--- src/flash_seq_pkg.sv ---
// Shared constants and types of the erase and program sequencer.
package flash_seq_pkg;

	// ----------------------------------------------------------------
	// Opcodes, timing base and field positions
	// ----------------------------------------------------------------
	localparam logic [7:0] OP_ERASE_LARGE_BLOCK = 8'hd8;
	localparam logic [7:0] OP_PROGRAM_TWO_LANE  = 8'ha2;
	localparam logic [7:0] OP_PROGRAM_FOUR_LANE = 8'h32;
	localparam logic [7:0] OP_ERASE_SECURE      = 8'h44;
	localparam int         CLK_MHZ              = 25;
	localparam int         SMALL_BLOCK_LSB      = 15;
	localparam int         LARGE_BLOCK_LSB      = 16;
	localparam int         SECURE_SEL_LSB       = 12;
	localparam logic [3:0] SECURE_SEL_FIRST     = 4'h1;
	localparam logic [3:0] SECURE_SEL_LAST      = 4'h3;
	localparam logic [2:0] BYTES_ADDR_CMD       = 3'h4;
	localparam logic [2:0] BYTES_NO_ADDR_CMD    = 3'h1;
	localparam logic [2:0] BYTES_WITH_DATA      = 3'h5;
	localparam logic [7:0] PAGE_LAST_INDEX      = 8'hff;

	typedef enum logic [2:0] {
		CMD_NONE        = 3'b000,
		CMD_ERASE_SMALL = 3'b001,
		CMD_ERASE_LARGE = 3'b010,
		CMD_ERASE_ARRAY = 3'b011,
		CMD_ERASE_SEC   = 3'b100,
		CMD_PROG_ONE    = 3'b101,
		CMD_PROG_TWO    = 3'b110,
		CMD_PROG_FOUR   = 3'b111
	} cmd_t;

	typedef enum logic [1:0] {
		ERASE_SMALL  = 2'b00,
		ERASE_LARGE  = 2'b01,
		ERASE_ARRAY  = 2'b10,
		ERASE_SECURE = 2'b11
	} erase_kind_t;

endpackage

--- src/pin_sampler.sv ---
// Two-flop synchronisers and edge detection for the serial pins.
`timescale 1ns/10ps
module pin_sampler (
	input  wire logic       i_core_clk,
	input  wire logic       i_rstn,
	input  wire logic       i_cs_n,
	input  wire logic       i_sclk,
	input  wire logic [3:0] i_lanes,
	output logic            o_cs_low,
	output logic            o_cs_rise,
	output logic            o_cs_fall,
	output logic            o_sclk_rise,
	output logic [3:0]      o_lanes
);

	// ----------------------------------------------------------------
	// Synchronisers
	// ----------------------------------------------------------------
	// Lanes travel through the same depth as the clock so that data
	// stays aligned with the detected rising edge.
	logic [5:0] meta_ff;
	logic [5:0] sync_ff;
	logic [1:0] last_ff;

	always_ff @(posedge i_core_clk) begin
		if (!i_rstn) begin
			meta_ff <= 6'h01;
			sync_ff <= 6'h01;
			last_ff <= 2'h1;
		end else begin
			meta_ff <= {i_lanes, i_sclk, i_cs_n};
			sync_ff <= meta_ff;
			last_ff <= sync_ff[1:0];
		end
	end

	assign o_cs_low    = !sync_ff[0];
	assign o_cs_rise   = sync_ff[0] && !last_ff[0];
	assign o_cs_fall   = !sync_ff[0] && last_ff[0];
	assign o_sclk_rise = sync_ff[1] && !last_ff[1];
	assign o_lanes     = sync_ff[5:2];

endmodule

--- src/flash_sequencer.sv ---
// Erase and page program command sequencer of the serial flash.
// Behaviour
// - Erase or program refused unless latch set.
// - Chip select rising mid-byte discards command.
// - Small erase clears whole containing 32K block.
// - Opcode D8 erases whole containing 64K block.
// - Erase drives ones; program only clears bits.
// - Cycle starts at select rise; latch clears after.
// - Busy flag stays readable during the cycle.
// - Protected small block: array kept, latch cleared.
// - Protected large block or page not executed.
// - Array erase only when protection fully off.
// - Program keeps only last 256 data bytes.
// - Data past page end wraps within page.
// - Unsent page locations stay untouched.
// - Program needs whole data byte, at least one.
// - Single-lane commands sample lane zero only.
// - Opcode A2 takes data two bits per clock.
// - Opcode 32 four-lane data needs quad enable.
// - Three secure regions selected by address fields.
// - Opcode 44 erases chosen secure region, self-timed.
// - Incomplete last byte cancels secure erase.
// - Locked secure region can never be erased.
`timescale 1ns/10ps
module flash_sequencer import flash_seq_pkg::*; #(
	parameter logic [7:0] P_OP_ERASE_SMALL  = 8'h52,
	parameter logic [7:0] P_OP_ERASE_ARRAY  = 8'hc7,
	parameter logic [7:0] P_OP_PROGRAM_ONE  = 8'h02,
	parameter int         P_SMALL_ERASE_US  = 100000,
	parameter int         P_LARGE_ERASE_US  = 200000,
	parameter int         P_ARRAY_ERASE_US  = 400000,
	parameter int         P_PAGE_PROGRAM_US = 1000,
	parameter int         P_SECURE_ERASE_US = 50000
) (
	input  wire logic        i_core_clk,
	input  wire logic        i_rstn,
	input  wire logic        i_cs_n,
	input  wire logic        i_sclk,
	input  wire logic        i_io_lane0,
	input  wire logic        i_io_lane1,
	input  wire logic        i_io_lane2,
	input  wire logic        i_io_lane3,
	input  wire logic        i_set_write_latch,
	input  wire logic        i_quad_enable_bit,
	input  wire logic        i_protect_level_bit4,
	input  wire logic        i_protect_level_bit3,
	input  wire logic        i_protect_level_bit2,
	input  wire logic        i_protect_level_bit1,
	input  wire logic        i_protect_level_bit0,
	input  wire logic [2:0]  i_secure_region_lock_bits,
	input  wire logic        i_addr_protected,
	output logic             o_write_enable_latch,
	output logic             o_write_in_progress,
	output logic [23:0]      o_check_addr,
	output logic             o_erase_start,
	output erase_kind_t      o_erase_kind,
	output logic [23:0]      o_erase_base,
	output logic             o_prog_we,
	output logic [23:0]      o_prog_addr,
	output logic [7:0]       o_prog_data
);

	// ----------------------------------------------------------------
	// Cycle counts
	// ----------------------------------------------------------------
	localparam logic [31:0] SMALL_CYC  = 32'(P_SMALL_ERASE_US * CLK_MHZ);
	localparam logic [31:0] LARGE_CYC  = 32'(P_LARGE_ERASE_US * CLK_MHZ);
	localparam logic [31:0] ARRAY_CYC  = 32'(P_ARRAY_ERASE_US * CLK_MHZ);
	localparam logic [31:0] PROG_CYC   = 32'(P_PAGE_PROGRAM_US * CLK_MHZ);
	localparam logic [31:0] SECURE_CYC = 32'(P_SECURE_ERASE_US * CLK_MHZ);

	typedef enum logic [2:0] {
		ST_IDLE = 3'b000,
		ST_OPC  = 3'b001,
		ST_ADDR = 3'b010,
		ST_DATA = 3'b011,
		ST_SKIP = 3'b100
	} frame_st_t;

	typedef enum logic [1:0] {
		EX_IDLE  = 2'b00,
		EX_WRITE = 2'b01,
		EX_WAIT  = 2'b10
	} exec_st_t;

	// ----------------------------------------------------------------
	// Helpers
	// ----------------------------------------------------------------
	function automatic logic [3:0] lane_width(input frame_st_t st, input cmd_t cmd);
		lane_width = 4'd1;
		if (st == ST_DATA && cmd == CMD_PROG_TWO)
			lane_width = 4'd2;
		if (st == ST_DATA && cmd == CMD_PROG_FOUR)
			lane_width = 4'd4;
	endfunction

	function automatic logic [7:0] shift_in(input logic [7:0] sh, input logic [3:0] ln, input logic [3:0] w);
		unique case (w)
			4'd2:    shift_in = {sh[5:0], ln[1:0]};
			4'd4:    shift_in = {sh[3:0], ln};
			default: shift_in = {sh[6:0], ln[0]};
		endcase
	endfunction

	function automatic logic [31:0] cycle_count(input cmd_t cmd);
		unique case (cmd)
			CMD_ERASE_SMALL: cycle_count = SMALL_CYC;
			CMD_ERASE_LARGE: cycle_count = LARGE_CYC;
			CMD_ERASE_ARRAY: cycle_count = ARRAY_CYC;
			CMD_ERASE_SEC:   cycle_count = SECURE_CYC;
			default:         cycle_count = PROG_CYC;
		endcase
	endfunction

	// ----------------------------------------------------------------
	// Pins
	// ----------------------------------------------------------------
	logic       cs_low;
	logic       cs_rise;
	logic       cs_fall;
	logic       sclk_rise;
	logic [3:0] lanes;

	pin_sampler u_pins (
		.i_core_clk  (i_core_clk),
		.i_rstn      (i_rstn),
		.i_cs_n      (i_cs_n),
		.i_sclk      (i_sclk),
		.i_lanes     ({i_io_lane3, i_io_lane2, i_io_lane1, i_io_lane0}),
		.o_cs_low    (cs_low),
		.o_cs_rise   (cs_rise),
		.o_cs_fall   (cs_fall),
		.o_sclk_rise (sclk_rise),
		.o_lanes     (lanes)
	);

	// ----------------------------------------------------------------
	// Frame decoder
	// ----------------------------------------------------------------
	frame_st_t   frame_ff;
	cmd_t        cmd_ff;
	cmd_t        nxt_cmd;
	logic [7:0]  shift_ff;
	logic [2:0]  bitcnt_ff;
	logic [2:0]  nbytes_ff;
	logic [23:0] addr_ff;
	logic [7:0]  didx_ff;
	logic        busy_ff;
	logic        latch_ff;
	logic [3:0]  width;
	logic [7:0]  nxt_shift;
	logic [3:0]  bits_sum;
	logic        take_bit;
	logic        byte_done;
	logic        prot_off;
	logic        launch;
	logic        refuse_prot;
	logic        secure_ok;
	logic [7:0]  page_mem [256];
	logic [255:0] valid_ff;

	assign width     = lane_width(frame_ff, cmd_ff);
	assign nxt_shift = shift_in(shift_ff, lanes, width);
	assign bits_sum  = {1'b0, bitcnt_ff} + width;
	assign take_bit  = sclk_rise && cs_low && frame_ff != ST_IDLE && frame_ff != ST_SKIP;
	assign byte_done = take_bit && bits_sum[3];
	assign prot_off  = !(i_protect_level_bit4 || i_protect_level_bit3 || i_protect_level_bit2 ||
	                     i_protect_level_bit1 || i_protect_level_bit0);
	assign o_check_addr = addr_ff;

	always_comb begin
		nxt_cmd = CMD_NONE;
		if (nxt_shift == P_OP_ERASE_SMALL)
			nxt_cmd = CMD_ERASE_SMALL;
		else if (nxt_shift == OP_ERASE_LARGE_BLOCK)
			nxt_cmd = CMD_ERASE_LARGE;
		else if (nxt_shift == P_OP_ERASE_ARRAY)
			nxt_cmd = CMD_ERASE_ARRAY;
		else if (nxt_shift == OP_ERASE_SECURE)
			nxt_cmd = CMD_ERASE_SEC;
		else if (nxt_shift == P_OP_PROGRAM_ONE)
			nxt_cmd = CMD_PROG_ONE;
		else if (nxt_shift == OP_PROGRAM_TWO_LANE)
			nxt_cmd = CMD_PROG_TWO;
		else if (nxt_shift == OP_PROGRAM_FOUR_LANE && i_quad_enable_bit)
			nxt_cmd = CMD_PROG_FOUR;
	end

	// Secure erase address must name one of three regions and nothing else.
	assign secure_ok = addr_ff[23:16] == 8'h00 && addr_ff[11:9] == 3'h0 &&
	                   addr_ff[15:12] >= SECURE_SEL_FIRST && addr_ff[15:12] <= SECURE_SEL_LAST &&
	                   !i_secure_region_lock_bits[2'(addr_ff[15:12] - SECURE_SEL_FIRST)];

	// A command counts only when select rises on a byte boundary with the exact byte count, or five or more bytes for program.
	always_comb begin
		launch      = 1'b0;
		refuse_prot = 1'b0;
		if (cs_rise && bitcnt_ff == 3'h0 && frame_ff != ST_IDLE && frame_ff != ST_SKIP) begin
			unique case (cmd_ff)
				CMD_ERASE_SMALL, CMD_ERASE_LARGE: begin
					if (nbytes_ff == BYTES_ADDR_CMD) begin
						launch      = !i_addr_protected;
						refuse_prot = i_addr_protected;
					end
				end
				CMD_ERASE_ARRAY: launch = nbytes_ff == BYTES_NO_ADDR_CMD && prot_off;
				CMD_ERASE_SEC:   launch = nbytes_ff == BYTES_ADDR_CMD && secure_ok;
				CMD_NONE:        launch = 1'b0;
				default: begin
					if (nbytes_ff == BYTES_WITH_DATA) begin
						launch      = !i_addr_protected;
						refuse_prot = i_addr_protected;
					end
				end
			endcase
		end
	end

	always_ff @(posedge i_core_clk) begin
		if (!i_rstn) begin
			frame_ff  <= ST_IDLE;
			cmd_ff    <= CMD_NONE;
			shift_ff  <= 8'h00;
			bitcnt_ff <= 3'h0;
			nbytes_ff <= 3'h0;
		end else if (cs_fall) begin
			frame_ff  <= ST_OPC;
			cmd_ff    <= CMD_NONE;
			bitcnt_ff <= 3'h0;
			nbytes_ff <= 3'h0;
		end else if (!cs_low) begin
			frame_ff <= ST_IDLE;
		end else if (take_bit) begin
			shift_ff  <= nxt_shift;
			bitcnt_ff <= bits_sum[2:0];
			if (byte_done) begin
				if (nbytes_ff != BYTES_WITH_DATA)
					nbytes_ff <= nbytes_ff + 3'h1;
				unique case (frame_ff)
					ST_OPC: begin
						cmd_ff <= nxt_cmd;
						if (busy_ff || !latch_ff || nxt_cmd == CMD_NONE)
							frame_ff <= ST_SKIP;
						else
							frame_ff <= ST_ADDR;
					end
					ST_ADDR: begin
						if (nbytes_ff == 3'h3 && cmd_ff >= CMD_PROG_ONE)
							frame_ff <= ST_DATA;
					end
					default: frame_ff <= frame_ff;
				endcase
			end
		end
	end

	always_ff @(posedge i_core_clk) begin
		if (!i_rstn)
			addr_ff <= 24'h000000;
		else if (byte_done && frame_ff == ST_ADDR && nbytes_ff <= 3'h3)
			addr_ff <= {addr_ff[15:0], nxt_shift};
	end

	// ----------------------------------------------------------------
	// Page buffer
	// ----------------------------------------------------------------
	// The index wraps inside the page, so an overrun simply overwrites the
	// oldest bytes and only the last 256 survive.
	always_ff @(posedge i_core_clk) begin
		if (byte_done && frame_ff == ST_DATA)
			page_mem[addr_ff[7:0] + didx_ff] <= nxt_shift;
	end

	always_ff @(posedge i_core_clk) begin
		if (!i_rstn) begin
			valid_ff <= '0;
			didx_ff  <= 8'h00;
		end else if (frame_ff == ST_OPC) begin
			if (!busy_ff)
				valid_ff <= '0;
			didx_ff <= 8'h00;
		end else if (byte_done && frame_ff == ST_DATA) begin
			valid_ff[addr_ff[7:0] + didx_ff] <= 1'b1;
			didx_ff <= didx_ff + 8'h01;
		end
	end

	// ----------------------------------------------------------------
	// Self-timed cycle
	// ----------------------------------------------------------------
	exec_st_t    exec_ff;
	logic [31:0] timer_ff;
	logic [7:0]  widx_ff;
	logic        done;

	assign done = exec_ff == EX_WAIT && timer_ff == 32'h0;

	always_ff @(posedge i_core_clk) begin
		if (!i_rstn) begin
			exec_ff  <= EX_IDLE;
			busy_ff  <= 1'b0;
			timer_ff <= 32'h0;
			widx_ff  <= 8'h00;
		end else begin
			unique case (exec_ff)
				EX_IDLE: begin
					if (launch) begin
						busy_ff  <= 1'b1;
						timer_ff <= cycle_count(cmd_ff);
						widx_ff  <= 8'h00;
						exec_ff  <= cmd_ff >= CMD_PROG_ONE ? EX_WRITE : EX_WAIT;
					end
				end
				EX_WRITE: begin
					widx_ff <= widx_ff + 8'h01;
					if (widx_ff == PAGE_LAST_INDEX)
						exec_ff <= EX_WAIT;
				end
				EX_WAIT: begin
					if (done) begin
						busy_ff <= 1'b0;
						exec_ff <= EX_IDLE;
					end else begin
						timer_ff <= timer_ff - 32'h1;
					end
				end
				default: exec_ff <= EX_IDLE;
			endcase
		end
	end

	// Set from outside is honoured only while idle, so it cannot race the end-of-cycle clear; a same-cycle protection refusal clear wins over it.
	always_ff @(posedge i_core_clk) begin
		if (!i_rstn)
			latch_ff <= 1'b0;
		else if (done || refuse_prot)
			latch_ff <= 1'b0;
		else if (i_set_write_latch && !busy_ff)
			latch_ff <= 1'b1;
	end

	assign o_write_enable_latch = latch_ff;
	assign o_write_in_progress  = busy_ff;

	// ----------------------------------------------------------------
	// Array requests
	// ----------------------------------------------------------------
	// Program data is an AND mask: ones leave a bit alone, so bits only fall.
	always_ff @(posedge i_core_clk) begin
		if (!i_rstn) begin
			o_erase_start <= 1'b0;
			o_erase_kind  <= ERASE_SMALL;
			o_erase_base  <= 24'h000000;
			o_prog_we     <= 1'b0;
			o_prog_addr   <= 24'h000000;
			o_prog_data   <= 8'hff;
		end else begin
			o_erase_start <= launch && cmd_ff < CMD_PROG_ONE;
			if (launch) begin
				unique case (cmd_ff)
					CMD_ERASE_SMALL: begin
						o_erase_kind <= ERASE_SMALL;
						o_erase_base <= {addr_ff[23:SMALL_BLOCK_LSB], 15'h0000};
					end
					CMD_ERASE_LARGE: begin
						o_erase_kind <= ERASE_LARGE;
						o_erase_base <= {addr_ff[23:LARGE_BLOCK_LSB], 16'h0000};
					end
					CMD_ERASE_ARRAY: begin
						o_erase_kind <= ERASE_ARRAY;
						o_erase_base <= 24'h000000;
					end
					default: begin
						o_erase_kind <= ERASE_SECURE;
						o_erase_base <= {addr_ff[23:SECURE_SEL_LSB], 12'h000};
					end
				endcase
			end
			o_prog_we   <= exec_ff == EX_WRITE && valid_ff[widx_ff];
			o_prog_addr <= {addr_ff[23:8], widx_ff};
			o_prog_data <= exec_ff == EX_WRITE ? page_mem[widx_ff] : 8'hff;
		end
	end

	// ----------------------------------------------------------------
	// Checks
	// ----------------------------------------------------------------
	a_start_needs_latch: assert property (@(posedge i_core_clk) disable iff (!i_rstn)
		$rose(busy_ff) |-> $past(latch_ff)) else $error("Cycle began without write latch.");
	a_partial_byte_drop: assert property (@(posedge i_core_clk) disable iff (!i_rstn)
		(cs_rise && bitcnt_ff != 3'h0 && !busy_ff) |=> !busy_ff) else $error("Partial byte launched cycle.");
	a_small_block_base: assert property (@(posedge i_core_clk) disable iff (!i_rstn)
		(o_erase_start && o_erase_kind == ERASE_SMALL) |-> o_erase_base[14:0] == 15'h0000)
		else $error("Small erase base unaligned.");
	a_large_block_base: assert property (@(posedge i_core_clk) disable iff (!i_rstn)
		(o_erase_start && o_erase_kind == ERASE_LARGE) |-> o_erase_base[15:0] == 16'h0000)
		else $error("Large erase base unaligned.");
	a_wip_end_latch: assert property (@(posedge i_core_clk) disable iff (!i_rstn)
		$fell(o_write_in_progress) |-> !o_write_enable_latch) else $error("Latch held after cycle.");
	a_array_guard: assert property (@(posedge i_core_clk) disable iff (!i_rstn)
		(o_erase_start && o_erase_kind == ERASE_ARRAY) |-> $past(prot_off)) else $error("Array erase while protected.");
	a_busy_ignore: assert property (@(posedge i_core_clk) disable iff (!i_rstn)
		(frame_ff == ST_OPC && byte_done && busy_ff && !cs_fall) |=> frame_ff == ST_SKIP)
		else $error("Command accepted while busy.");
	a_secure_select: assert property (@(posedge i_core_clk) disable iff (!i_rstn)
		(o_erase_start && o_erase_kind == ERASE_SECURE) |->
		o_erase_base[23:16] == 8'h00 && o_erase_base[15:12] inside {4'h1, 4'h2, 4'h3})
		else $error("Secure erase outside regions.");
	a_page_wrap: assert property (@(posedge i_core_clk) disable iff (!i_rstn)
		o_prog_we |-> o_prog_addr[23:8] == addr_ff[23:8]) else $error("Program left its page.");

endmodule

--- config.mk ---
export PLATFORM = sky130hd
export DESIGN_NAME = flash_sequencer
export DESIGN_NICKNAME = d
export VERILOG_FILES = /design/src/flash_seq_pkg.sv /design/src/pin_sampler.sv /design/src/flash_sequencer.sv
export SDC_FILE = /design/constraint.sdc
export NUM_CORES = 2
export LEC_CHECK = 0
export ABC_AREA = 1
export BUFFER_PORTS_ARGS = -buffer_cell sky130_fd_sc_hd__buf_4
export CELL_PAD_IN_SITES_DETAIL_PLACEMENT = 1
export CELL_PAD_IN_SITES_GLOBAL_PLACEMENT = 2
export CORE_MARGIN = 4
export CORE_UTILIZATION = 43
export CTS_CLUSTER_DIAMETER = 30
export DETAILED_ROUTE_END_ITERATION = 8
export PLACE_DENSITY = 0.85
export SLEW_MARGIN = 20
export SYNTH_ARGS = -nofsm -noshare
export SYNTH_HDL_FRONTEND = slang
export SYNTH_SLANG_ARGS = --single-unit
--- constraint.sdc ---
create_clock -name i_core_clk -period 7.41 [get_ports i_core_clk]
set_clock_uncertainty 0.05 [all_clocks]
set_input_delay 1.1115 -clock i_core_clk [delete_from_list [all_inputs] [get_ports i_core_clk]]
set_output_delay 1.1115 -clock i_core_clk [all_outputs]
set_load 0.05 [all_outputs]
==> results.txt <==
----------------------------------------------------
[Outcome]
  Result of the run ... completed

[Floorplanning]
  Starting utilization of the core area ... 43.3%
  Total core area ... 0.233 sq mm
  Ports placed on the boundary ... 105
  Horizontal die dimension ... 493 um
  Std cell rows ... 177
  Die outline area ... 0.243 sq mm
  Floorplan die height ... 493 um

[Synthesis]
  Number of enable flip-flop cells after synthesis ... 2,048
  Most instantiated flip-flop cell in the synthesis netlist ... sky130_fd_sc_hd__edfxtp_1
  Post-synthesis cell type count ... 46
  Cells taking the most area after synthesis ... sky130_fd_sc_hd__edfxtp_1 61%, sky130_fd_sc_hd__dfxtp_1 8.2%, sky130_fd_sc_hd__o21ai_0 5.9%, sky130_fd_sc_hd__nor2_1 5.1%, sky130_fd_sc_hd__nand3_1 2.9%
  Synthesized area ... 0.101 sq mm
  Portion of the post-synthesis area used by sequential elements ... 69.1%
  Warnings, synthesis ... 0
  Post-synth ARST share ... 0%
  Cell count after synthesis ... 9,044
  Post-synthesis sequential element count ... 2,461
  Synth top area share ... 60.9%
  Synthesized area per cell ... 11.2 sq um
  Cell type with the largest total area after synthesis ... sky130_fd_sc_hd__edfxtp_1

[Timing]
  Pins over their slew limit ... 0
  Crit path setup slack, layout ... 2090 ps
  Final count of hold timing violations ... 0
  RSZ-0062 raised after global routing ... false
  Finish-stage setup viols ... 0
  Fmax ... 188 MHz
  Tightest slew margin relative to the limit ... 21.7%
  Worst Tran Pin Value ... 1170 ps
  Final TNS setup ... 0 ps
  Final period utilization ... 71.8%
  Fin crit period ... 5320 ps

[Placed design]
  GPL Wtd Cong ... 0.848
  Dpl ws ... 2210 ps
  Count of port buffers added during placement ... 92
  Area of placed instances ... 0.105 sq mm
  Detailed Place HPWL ... 186,000 um

[Route]
  Overall via count from detail_route ... 77,117
  Detailed router's first-iteration violation count ... 8,812
  Routed Antenna Nets ... 0
  Avg WL per Cell ... 27.8 um
  DR vias/cell ... 6.08
  Length of the first detailed-routing pass in iterations ... 6
  Final routed DRC violation total ... 0
  Total Wirelength ... 353,000 um

[Power]
  Internal portion of total power ... 29,700 uW
  Relative contribution of sequential cells to total power ... 39.7%
  Net switching power ... 7600 uW
  Fraction of power consumed by the clock network ... 60.0%
  P per Cell Area ... 306 mW/mm^2
  Static leakage ... 0.0376 uW
  Switching share of total power ... 20.4%
  Part of the total power dissipated in combinational logic ... 0.3%
  Peak VDD IR ... 0.272 mV
  Total power ... 37,300 uW

[Clock tree]
  Num CTS Buffers ... 484
  Clock-pin slew of the registers on the worst-case setup and hold paths ... 50 ps
  Sink count of the clock tree ... 2,461
  Number of post-CTS setup repair buffers ... 0
  CTS tree ... built
  Count of instances resized after the clock tree is built ... 0
  Quantity of hold-fixing buffers added after cts ... 0
  Clock latency of the later-clocked register in the worst-skew pair ... 970 ps
  Maximum level of the CTS H-tree ... 5
  Cell at the root of the clock tree ... sky130_fd_sc_hd__clkbuf_16
  Longest Clk Path Bufs ... 4

[Final layout]
  Proportion of layout cells with a drive suffix above 1 ... 14.0%
  Number of nets at the end of the flow ... 9,175
  Fillers ... 23,880
  Post-route cell area ... 0.122 sq mm
  Final standard cell utilization of the core ... 52.4%
  Area growth syn-to-layout ... 21.0%

[Critical path]
  Crit end category ... flop
  Critical path required time ... 7950 ps
  Origin of the worst setup path ... o_check_addr[2]
  CP Launch Type ... flop
  Data arrival time of the worst path ... 5860 ps
  Worst reg2reg path startpoint ... o_check_addr[2]
  Max Fanout on Critical Path ... 35
  Setup CP Type ... reg2reg

[Global routing]
  Number of antenna violations at the first check in global routing ... 15
  GR Overflow Total ... 0
  Global-route wire length before repair ... 521,000 um
  Overall track demand over capacity in global routing ... 28.3%
  Largest net degree at the start of global routing ... 241
  Vias in the first global route ... 80,793

[Min path]
  Launch point of the worst hold path ... i_io_lane0
  Worst min path class ... in2reg

[Run]
  Total of max-cap violations ... 0

----------------------------------------------------
[Yosys cell counts (150+ instances only)]
master                     instances
sky130_fd_sc_hd__a21oi_1         569
sky130_fd_sc_hd__buf_2           195
sky130_fd_sc_hd__clkbuf_1        422
sky130_fd_sc_hd__dfxtp_1         413
sky130_fd_sc_hd__edfxtp_1       2048
sky130_fd_sc_hd__inv_1           426
sky130_fd_sc_hd__nand2_1         621
sky130_fd_sc_hd__nand3_1         585
sky130_fd_sc_hd__nor2_1         1385
sky130_fd_sc_hd__nor3_1          150
sky130_fd_sc_hd__o211ai_1        210
sky130_fd_sc_hd__o21ai_0        1188
sky130_fd_sc_hd__o22ai_1         263
[cells in the final DEF, fill, tap and decap left out, types with 61 or more instances in the layout]
cell type / netlist / routed
sky130_fd_sc_hd__nor2_1: 1385 / 1381
sky130_fd_sc_hd__nand3_1: 585 / 580
sky130_fd_sc_hd__bufinv_16: 0 / 75
sky130_fd_sc_hd__nor3_2: 0 / 85
sky130_fd_sc_hd__nand2_1: 621 / 616
sky130_fd_sc_hd__dfxtp_1: 413 / 406
sky130_fd_sc_hd__inv_1: 426 / 417
sky130_fd_sc_hd__clkinv_2: 0 / 83
sky130_fd_sc_hd__o211ai_1: 210 / 210
sky130_fd_sc_hd__nand4_1: 148 / 148
sky130_fd_sc_hd__edfxtp_1: 2048 / 2048
sky130_fd_sc_hd__nor3_1: 150 / 65
sky130_fd_sc_hd__o22ai_1: 263 / 263
sky130_fd_sc_hd__nor4_1: 134 / 95
sky130_fd_sc_hd__a21oi_1: 569 / 569
sky130_fd_sc_hd__o21ai_0: 1188 / 1188
sky130_fd_sc_hd__buf_4: 30 / 284
sky130_fd_sc_hd__clkbuf_16: 0 / 486
sky130_fd_sc_hd__o221ai_1: 61 / 61
[state kept, by name (all words and copies together), names as in the netlist, 2 cells and up]
name            count
page_mem         2048
valid_ff          256
timer_ff           32
o_check_addr       24
o_prog_addr        24
o_erase_base       12
didx_ff             8
o_prog_data         8
widx_ff             8
shift_ff            7
u_pins.meta_ff      6
u_pins.sync_ff      6
bitcnt_ff           3
cmd_ff              3
frame_ff            3
nbytes_ff           3
exec_ff             2
o_erase_kind        2
u_pins.last_ff      2
[per-layer routing]
| layer | GRT usage (%) | part of all wire [%] | vias up |
|---|---|---|---|
| met1 | 36.4 | 39 | 39290 |
| met3 | 5.92 | 8.7 | 819 |
| met4 | 12.8 | 4.2 | 10 |
| met5 | 0.117 | 0.027 | - |
| li1 | - | - | 33067 |
| met2 | 46.2 | 48 | 3931 |
[final timing paths]
check | slack, ps | to | cells after the start
max | 2090 | page_mem[143][0] | 13
min | 280 | u_pins.meta_ff[2] | 3
max reg2reg | 2090 | page_mem[143][0] | 13
min reg2reg | 370 | u_pins.sync_ff[0] | 1
[final cells by class]
cell class / count / area, sq um / share of cell area [%]
clock inverters: 323 / 3950 / 3.24
inverters: 443 / 1700 / 1.39
flip-flops and latches: 2461 / 69800 / 57.1
diodes: 4 / 10.0 / 0.00820
well taps: 3132 / 3920 / 3.21
repair buffers: 306 / 2560 / 2.10
clock buffers: 570 / 12800 / 10.5
multi-input cells: 5439 / 27400 / 22.5
[metrics by stage]
stage                     instances  hold slack (ps)
final                         12678              280
after global placement        11780              347
after global routing          12676              258
after floorplan                9055              340
after CTS                     12673              221
after detailed placement      11780              361
[cell families after synthesis]
| logic type | synth area share (%) |
|---|---|
| fa+ha+maj | 0.275 |
| other cells | 0.00371 |
| xor+xnor | 0.223 |
| simple gates | 13.2 |
| buf+inv | 4.65 |
| compound gates | 12.5 |
| flops | 69.1 |
[worst max-delay path: stages (launching register included)]
cell	delay [ps]
sky130_fd_sc_hd__dfxtp_1	350
sky130_fd_sc_hd__ha_1	380
sky130_fd_sc_hd__a21oi_1	220
sky130_fd_sc_hd__nand2_1	120
sky130_fd_sc_hd__nand2_1	100
sky130_fd_sc_hd__nand2_1	60
sky130_fd_sc_hd__a21oi_1	160
sky130_fd_sc_hd__nand2_1	90
sky130_fd_sc_hd__nand2_2	170
sky130_fd_sc_hd__nand2_2	70
sky130_fd_sc_hd__buf_4	340
sky130_fd_sc_hd__inv_2	810
sky130_fd_sc_hd__nand2_1	880
sky130_fd_sc_hd__nor3_1	1110
[power groups by stage]
stage / logic (uW) / registers (uW) / clock network [uW]
CTS: 110 / 14800 / 22500
global placement: 108 / 15100 / 0
floorplan: 66.9 / 15100 / 0
detailed placement: 109 / 15100 / 0
finish: 112 / 14800 / 22400
global route: 120 / 14800 / 23300
(Power assumes the default switching activity.)
